<file path="config.mk">
export PLATFORM = sky130hd
export DESIGN_NAME = sarcfg_top
export DESIGN_NICKNAME = d
export VERILOG_FILES = /design/src/core/sarcfg_pkg.sv /design/src/core/sarcfg_top.sv
export VERILOG_INCLUDE_DIRS = /design/src /design/src/core
export SDC_FILE = /design/constraint.sdc
export NUM_CORES = 1
export LEC_CHECK = 0
export BUFFER_PORTS_ARGS = -buffer_cell sky130_fd_sc_hd__buf_2
export CORE_MARGIN = 1
export CORE_UTILIZATION = 59
export DETAILED_ROUTE_END_ITERATION = 16
export HOLD_SLACK_MARGIN = 0.08
export PLACE_DENSITY = 0.91
export SYNTH_ARGS = -nofsm -noshare
export SYNTH_HDL_FRONTEND = slang
export SYNTH_SLANG_ARGS = --single-unit
</file>
<file path="constraint.sdc">
create_clock -name core_clk -period 4.2 [get_ports core_clk]
set_clock_uncertainty 0.1 [all_clocks]
set_input_delay 0.84 -clock core_clk [delete_from_list [all_inputs] [get_ports core_clk]]
set_output_delay 0.84 -clock core_clk [all_outputs]
set_load 0.005 [all_outputs]
</file>
<file path="src/core/sarcfg_defines.svh">
// Register offsets, field positions and reset values of the converter
// configuration and result registers.
// Assumes an 8-bit special-function register bus with 8-bit addresses.
`ifndef SARCFG_DEFINES_SVH
`define SARCFG_DEFINES_SVH

`define SARCFG_ADDR_CONFIG 8'hbc
`define SARCFG_ADDR_RES_LOW 8'hbd
`define SARCFG_ADDR_RES_HIGH 8'hbe

`define SARCFG_RST_CONFIG 8'hf9
`define SARCFG_RST_RESULT 8'h00

`define SARCFG_DIV_MSB 7
`define SARCFG_DIV_LSB 3
`define SARCFG_LJST_BIT 2
`define SARCFG_EIGHT_BIT 1
`define SARCFG_GAIN_BIT 0

`define SARCFG_BITS_TEN 4'ha
`define SARCFG_BITS_EIGHT 4'h8
`define SARCFG_BYTE_BITS 8
`define SARCFG_SPLIT_BITS 2
`define SARCFG_ZERO_SIX 6'h00
`define SARCFG_ZERO_BYTE 8'h00

`endif

</file>
<file path="src/core/sarcfg_pkg.sv">
// Types shared by the converter configuration block.
// Assumes the companion defines header for all numeric constants.
package sarcfg_pkg;

  typedef enum logic [1:0]
  {
    SARCFG_FMT_RIGHT10,
    SARCFG_FMT_LEFT10,
    SARCFG_FMT_EIGHT
  } sarcfg_fmt_t;

endpackage : sarcfg_pkg

</file>
<file path="src/core/sarcfg_top.sv">
// Configuration register, conversion clock divider and result formatting
// for a 10-bit successive-approximation converter.
// Assumes the converter core pulses convDone for one cycle with rawResult
// valid, and that register bus strobes are synchronous to core_clk.
`timescale 1ns/100ps
`include "sarcfg_defines.svh"

// Notes on behaviour
// - Conversion clock equals system clock divided by divisor plus one.
// - Configuration bit 2 chooses right (0) or left (1) justification.
// - Configuration bit 1 chooses 10-bit (0) or 8-bit (1) conversions.
// - Justification select is ignored while 8-bit mode is selected.
// - Configuration bit 0 selects gain 0.5 (0) or gain 1 (1).
// - Right-justified high byte holds two top bits, bits 7:2 zero.
// - Left-justified high byte holds eight most significant result bits.
// - In 8-bit mode the high byte holds the whole 8-bit result.
// - Right-justified low byte holds the eight least significant bits.
// - Left-justified low byte holds two low bits in 7:6, rest zero.
// - In 8-bit mode the low byte reads all zeros.
// - Both result bytes update each time a conversion completes while clkEn is high.
// - An 8-bit conversion needs two fewer conversion-clock cycles.
// - Results are unsigned 10-bit integers before alignment.
module sarcfg_top #(
  parameter int ResultWidth = 10,
  parameter int DivWidth = 5
) (
  input wire logic core_clk,
  input wire logic reset_n,
  input wire logic clkEn,
  input wire logic [7:0] regAddr,
  input wire logic regWrite,
  input wire logic [7:0] regWdata,
  input wire logic regRead,
  output logic [7:0] regRdata,
  input wire logic convDone,
  input wire logic [ResultWidth-1:0] rawResult,
  output logic conversionClock,
  output logic conversionClockTick,
  output logic inputGainSelect,
  output logic eightBitModeEnable,
  output logic [3:0] conversionBits
);

  // ------------------------------------------------------------------
  // Register storage
  // ------------------------------------------------------------------
  localparam int DivFieldWidth = `SARCFG_DIV_MSB - `SARCFG_DIV_LSB + 1;
  logic [7:0] configQ;
  logic [7:0] resultLowQ;
  logic [7:0] resultHighQ;
  logic [DivWidth-1:0] divCountQ;
  logic [DivWidth-1:0] conversionClockDivisor;
  logic leftJustifySelect;
  logic eightBitSel;
  logic wrConfig;
  logic wrLow;
  logic wrHigh;
  sarcfg_pkg::sarcfg_fmt_t fmt;
  logic [7:0] fmtHigh;
  logic [7:0] fmtLow;
  logic [ResultWidth-1:0] code;
  logic [DivFieldWidth-1:0] divField;
  logic divWrap;
  logic divLowHalf;
  logic [7:0] readMux;

  // The field is cut or widened on purpose, so a counter parameter that
  // differs from the field width still elaborates cleanly.
  assign divField = configQ[`SARCFG_DIV_MSB:`SARCFG_DIV_LSB];
  assign conversionClockDivisor = DivWidth'(divField);
  assign leftJustifySelect = configQ[`SARCFG_LJST_BIT];
  assign eightBitSel = configQ[`SARCFG_EIGHT_BIT];

  // ------------------------------------------------------------------
  // Register write decode
  // ------------------------------------------------------------------
  // Writes to unmapped addresses strobe nothing and are simply dropped.
  always_comb
  begin
    wrConfig = 1'b0;
    wrLow = 1'b0;
    wrHigh = 1'b0;
    if (regWrite)
    begin
      unique case (regAddr)
        `SARCFG_ADDR_CONFIG: wrConfig = 1'b1;
        `SARCFG_ADDR_RES_LOW: wrLow = 1'b1;
        `SARCFG_ADDR_RES_HIGH: wrHigh = 1'b1;
        default: wrConfig = 1'b0;
      endcase
    end
  end

  always_ff @(posedge core_clk or negedge reset_n)
  begin
    if (!reset_n)
    begin
      configQ <= `SARCFG_RST_CONFIG;
    end
    else if (clkEn && wrConfig)
    begin
      configQ <= regWdata;
    end
  end

  // ------------------------------------------------------------------
  // Conversion clock divider
  // ------------------------------------------------------------------
  // The tick marks each conversion-clock period; the square-ish clock is
  // only a level for the analog core, which advances on the tick.
  // Wrap on a compare of at least rather than equal, so a divisor lowered
  // below the running count ends the period at once instead of wrapping
  // through the whole counter range first.
  assign divWrap = divCountQ >= conversionClockDivisor;
  assign divLowHalf = divCountQ >= (conversionClockDivisor >> 1);

  always_ff @(posedge core_clk or negedge reset_n)
  begin
    if (!reset_n)
    begin
      divCountQ <= '0;
    end
    else if (clkEn)
    begin
      if (divWrap)
      begin
        divCountQ <= '0;
      end
      else
      begin
        divCountQ <= divCountQ + 1'b1;
      end
    end
  end

  always_ff @(posedge core_clk or negedge reset_n)
  begin
    if (!reset_n)
    begin
      conversionClockTick <= 1'b0;
    end
    else if (clkEn)
    begin
      conversionClockTick <= divWrap;
    end
  end

  // Low for the second half of the period; the high half rounds up.
  always_ff @(posedge core_clk or negedge reset_n)
  begin
    if (!reset_n)
    begin
      conversionClock <= 1'b0;
    end
    else if (clkEn)
    begin
      if (divWrap)
      begin
        conversionClock <= 1'b1;
      end
      else if (divLowHalf)
      begin
        conversionClock <= 1'b0;
      end
    end
  end

  // ------------------------------------------------------------------
  // Mode outputs to the converter core
  // ------------------------------------------------------------------
  always_ff @(posedge core_clk or negedge reset_n)
  begin
    if (!reset_n)
    begin
      inputGainSelect <= 1'b0;
      eightBitModeEnable <= 1'b0;
      conversionBits <= `SARCFG_BITS_TEN;
    end
    else if (clkEn)
    begin
      inputGainSelect <= configQ[`SARCFG_GAIN_BIT];
      eightBitModeEnable <= eightBitSel;
      conversionBits <= eightBitSel ? `SARCFG_BITS_EIGHT : `SARCFG_BITS_TEN;
    end
  end

  // ------------------------------------------------------------------
  // Result formatting
  // ------------------------------------------------------------------
  always_comb
  begin
    if (eightBitSel)
    begin
      fmt = sarcfg_pkg::SARCFG_FMT_EIGHT;
    end
    else if (leftJustifySelect)
    begin
      fmt = sarcfg_pkg::SARCFG_FMT_LEFT10;
    end
    else
    begin
      fmt = sarcfg_pkg::SARCFG_FMT_RIGHT10;
    end
  end

  assign code = rawResult;

  always_comb
  begin
    unique case (fmt)
      sarcfg_pkg::SARCFG_FMT_RIGHT10:
      begin
        fmtHigh =
          {`SARCFG_ZERO_SIX, code[ResultWidth-1 -: `SARCFG_SPLIT_BITS]};
        fmtLow = code[`SARCFG_BYTE_BITS-1:0];
      end
      sarcfg_pkg::SARCFG_FMT_LEFT10:
      begin
        fmtHigh = code[ResultWidth-1 -: `SARCFG_BYTE_BITS];
        fmtLow = {code[`SARCFG_SPLIT_BITS-1:0], `SARCFG_ZERO_SIX};
      end
      sarcfg_pkg::SARCFG_FMT_EIGHT:
      begin
        // The core converts only the eight MSBs, so they sit at the top.
        // whole 8-bit result
        fmtHigh = code[ResultWidth-1 -: `SARCFG_BYTE_BITS];
        fmtLow = `SARCFG_ZERO_BYTE;
      end
      default:
      begin
        fmtHigh = `SARCFG_ZERO_BYTE;
        fmtLow = `SARCFG_ZERO_BYTE;
      end
    endcase
  end

  // A conversion landing in the same cycle as a software write wins,
  // so a finished result is never lost to a stale store.
  // load on completion
  always_ff @(posedge core_clk or negedge reset_n)
  begin
    if (!reset_n)
    begin
      resultHighQ <= `SARCFG_RST_RESULT;
      resultLowQ <= `SARCFG_RST_RESULT;
    end
    else if (clkEn)
    begin
      if (convDone)
      begin
        resultHighQ <= fmtHigh;
        resultLowQ <= fmtLow;
      end
      else
      begin
        if (wrHigh)
        begin
          resultHighQ <= regWdata;
        end
        if (wrLow)
        begin
          resultLowQ <= regWdata;
        end
      end
    end
  end

  // ------------------------------------------------------------------
  // Register read port
  // ------------------------------------------------------------------
  // Unmapped addresses read as zero rather than a stale byte.
  always_comb
  begin
    unique case (regAddr)
      `SARCFG_ADDR_CONFIG: readMux = configQ;
      `SARCFG_ADDR_RES_LOW: readMux = resultLowQ;
      `SARCFG_ADDR_RES_HIGH: readMux = resultHighQ;
      default: readMux = `SARCFG_ZERO_BYTE;
    endcase
  end

  always_ff @(posedge core_clk or negedge reset_n)
  begin
    if (!reset_n)
    begin
      regRdata <= `SARCFG_ZERO_BYTE;
    end
    else if (clkEn && regRead)
    begin
      regRdata <= readMux;
    end
  end

endmodule : sarcfg_top

</file>
==> impl_metrics.tcl <==
set metrics [dict create \
    insertion_delay_ns 0.30 \
    syn2layout_area_growth_pct 14.4 \
    fin_util 0.718 \
    antenna_found_initial 0 \
    die-area_um2 4200 \
    ys_top_cells_by_area "dfrtp_1, dfstp_2, a21oi_1" \
    die-width_um 64.8 \
    synth_cells 236 \
    ios 48 \
    start_kind "primary input" \
    mostFrequentLayoutCells "buf_2, a21oi_1, dfrtp_1" \
    cts_resized 0 \
    nNetsFinal 318 \
    yosys_warnings 0 \
    ctsLongestPathBuffers 2 \
    ant_nets 0 \
    die_h_um 64.8 \
    synth.avg_cell_area_um2 9.87 \
    cts_hold_buf 0 \
    initial_utilization 0.627 \
    grt_overflow 0 \
    synth-main-ff-cell "dfrtp_1" \
    cpMaxStageDelayCell "or4_1" \
    tightest_slew_ns 0.885 \
    fmax_mhz 425 \
    worstPathRequired_ns 4.28 \
    ys_seq_elements 42 \
    slew_headroom 0.410 \
    clockRootBuffer "clkbuf_8" \
    path_delay_family "simple AND/OR/NAND/NOR gates" \
    dp.cells 317 \
    synth_top_area_cell "dfrtp_1" \
    antenna_cells 0 \
    r2r_slack_ns 1.99 \
    status "complete, no violations" \
    synth_top_area_share 0.376 \
    hold_path_end "regRdata[6]$_DFFE_PN0P_" \
    path_clk_slew_ns 0.08 \
    gp_routability_congestion 0.869 \
    powerDensity_nw_per_um2 344 \
    viasPerCell 5.85 \
    critPathArrivalTime_ns 2.44 \
    period_share 0.561 \
    hpwl_mm 3.80 \
    rsz0062_at_grt "false" \
    rows 22 \
    path_class "primary input to register" \
    ys_seq_area_frac 0.455 \
    fin_cells 325 \
    endpoint_kind "register" \
    drtIter0Drc 132 \
    clkSinkCount 42 \
    whs_path_depth 2 \
    synth_edf_count 0 \
    max_cap_violations 0 \
    cts_setup_buffers 0 \
    path_buf_inv 1 \
    worst-path-max-fanout 22 \
    min_path_type "register to register" \
    crit_path_cell_trace "buf_2 > nand2b_1 > or4_1 > mux2_4" \
    firstDrtPassIters 5 \
    grt_pass1_vias 1837 \
    cts_tree "done" \
    avgRoutedWirePerCell_um 15.7 \
    reg2reg_from "configQ[3]$_DFFE_PN1P_" \
    routed_wl_mm 5.11 \
    final_common_cell "buf_2" \
    grt_max_degree 43 \
    final.setup.tns_ns 0 \
    tritoncts.num_buffers 5 \
    slew_violations 0 \
    ir_drop_mv 0.297 \
    reg2regPathDepth 5 \
    cp_slowest_stage_delay_ns 0.78 \
    synth_cell_types 37 \
    drive_gt1_frac 0.267 \
    grt_first_pass_wirelength_mm 8.49 \
    min_from "regRdata[6]$_DFFE_PN0P_" \
    vias 1902 \
    synthArstFlopShare 1.00 \
    fin_crit_ns 2.35 \
    htreeDepth 2 \
    n_fill_cell 291 \
    r2r-end "conversionClockTick$_DFFE_PN0P_" \
    coreArea_um2 3720 \
    grt_use_total 0.272 \
    syn-cell-area_um2 2330 \
    p_leak_nw 1.24 \
    drc 0 \
    io_buffers 44 \
    hold_viol_final 0 \
    setup_violations 0 \
]
-- worst reg2reg max path, stage by stage, from the launching register on --
cell and delay, ns:
dfstp_2 0.56, ha_1 0.22, nand2b_1 0.14, a2111oi_1 0.47
o21bai_1 0.28, mux2_2 0.33
-- per-stage QoR --
stage	setup slack [ns]	instance area, µm²	hold slack [ns]	power (mW)
6_report	1.85	2670	0.377	0.917
5_1_grt	1.77	2670	0.423	0.954
4_1_cts	1.85	2670	0.385	0.921
3_5_place_dp	1.54	2550	0.367	0.593
3_3_place_gp	1.59	2550	0.361	0.586
2_1_floorplan	1.97	2330	0.354	0.541
-- layer usage --
| layer | vias to the layer above | wire, µm | track usage |
|---|---|---|---|
| met2 | 82 | 2440 | 0.428 |
| li1 | 901 | - | - |
| met3 | 10 | 331 | 0.0704 |
| met5 | - | 0 | 0 |
| met1 | 909 | 2250 | 0.353 |
| met4 | 0 | 94 | 0.117 |
-- sequential cells by signal (all words and copies together), names as in the netlist --
signal and cells:
conversionClock 1, inputGainSelect 1, conversionClockTick 1, regRdata 8
resultHighQ 8, eightBitModeEnable 1, conversionBits 1, divCountQ 5
resultLowQ 8, configQ 8
-- area by class of cell --
type / count / area, µm² / area share
Tap cell: 48 / 60.1 / 0.0225
Clock buffer: 7 / 86.3 / 0.0324
Multi-Input combinational cell: 171 / 1160 / 0.435
Timing Repair Buffer: 45 / 228 / 0.0854
Inverter: 11 / 41.3 / 0.0155
Clock inverter: 1 / 30.0 / 0.0113
Sequential cell: 42 / 1060 / 0.397
-- Yosys cell counts, types with 2 or more instances --
master	count
a21oi_1	35
dfrtp_1	35
nor2_1	24
nand2_1	17
mux2i_1	13
o21ai_0	13
inv_1	11
ha_1	10
nor2b_1	8
dfstp_2	7
clkbuf_1	6
mux2_4	6
nand2b_1	6
mux2_2	5
buf_2	3
buf_4	3
nand3b_1	3
nor3b_1	3
o21a_1	3
o22ai_1	3
a2bb2oi_1	2
conb_1	2
nand3_1	2
o211ai_1	2
o221ai_1	2
-- how the worst max path moves through the flow --
| stage | start | to | slack [ns] | depth (start not counted) |
|---|---|---|---|---|
| 6_report | clkEn | configQ[1]$_DFFE_PN0P_ | 1.85 | 4 |
| 5_1_grt | clkEn | configQ[2]$_DFFE_PN0P_ | 1.77 | 4 |
| 4_1_cts | clkEn | configQ[1]$_DFFE_PN0P_ | 1.85 | 4 |
| 3_5_place_dp | clkEn | configQ[1]$_DFFE_PN0P_ | 1.54 | 4 |
| 3_3_place_gp | regAddr[0] | configQ[2]$_DFFE_PN0P_ | 1.59 | 4 |
| 2_1_floorplan | regAddr[0] | configQ[1]$_DFFE_PN0P_ | 1.97 | 4 |
-- power by group --
part | internal, mW | switching, mW | leakage [nW]
sequential | 0.436 | 0.0192 | 0.511
combinational | 0.0580 | 0.0734 | 0.675
clock | 0.194 | 0.137 | 0.0585
total | 0.687 | 0.230 | 1.24
-- cell families (layout without fill, tap and decap cells) --
family,Yosys count,in the layout,share of synthesized area
simple gates,67,67,0.142
other cells,2,3,0.00322
compound gates,67,67,0.179
buf+inv,24,64,0.0483
fa+ha+maj,10,10,0.0537
flops,42,42,0.455
mux,24,24,0.119
(Power assumes the default switching activity.)
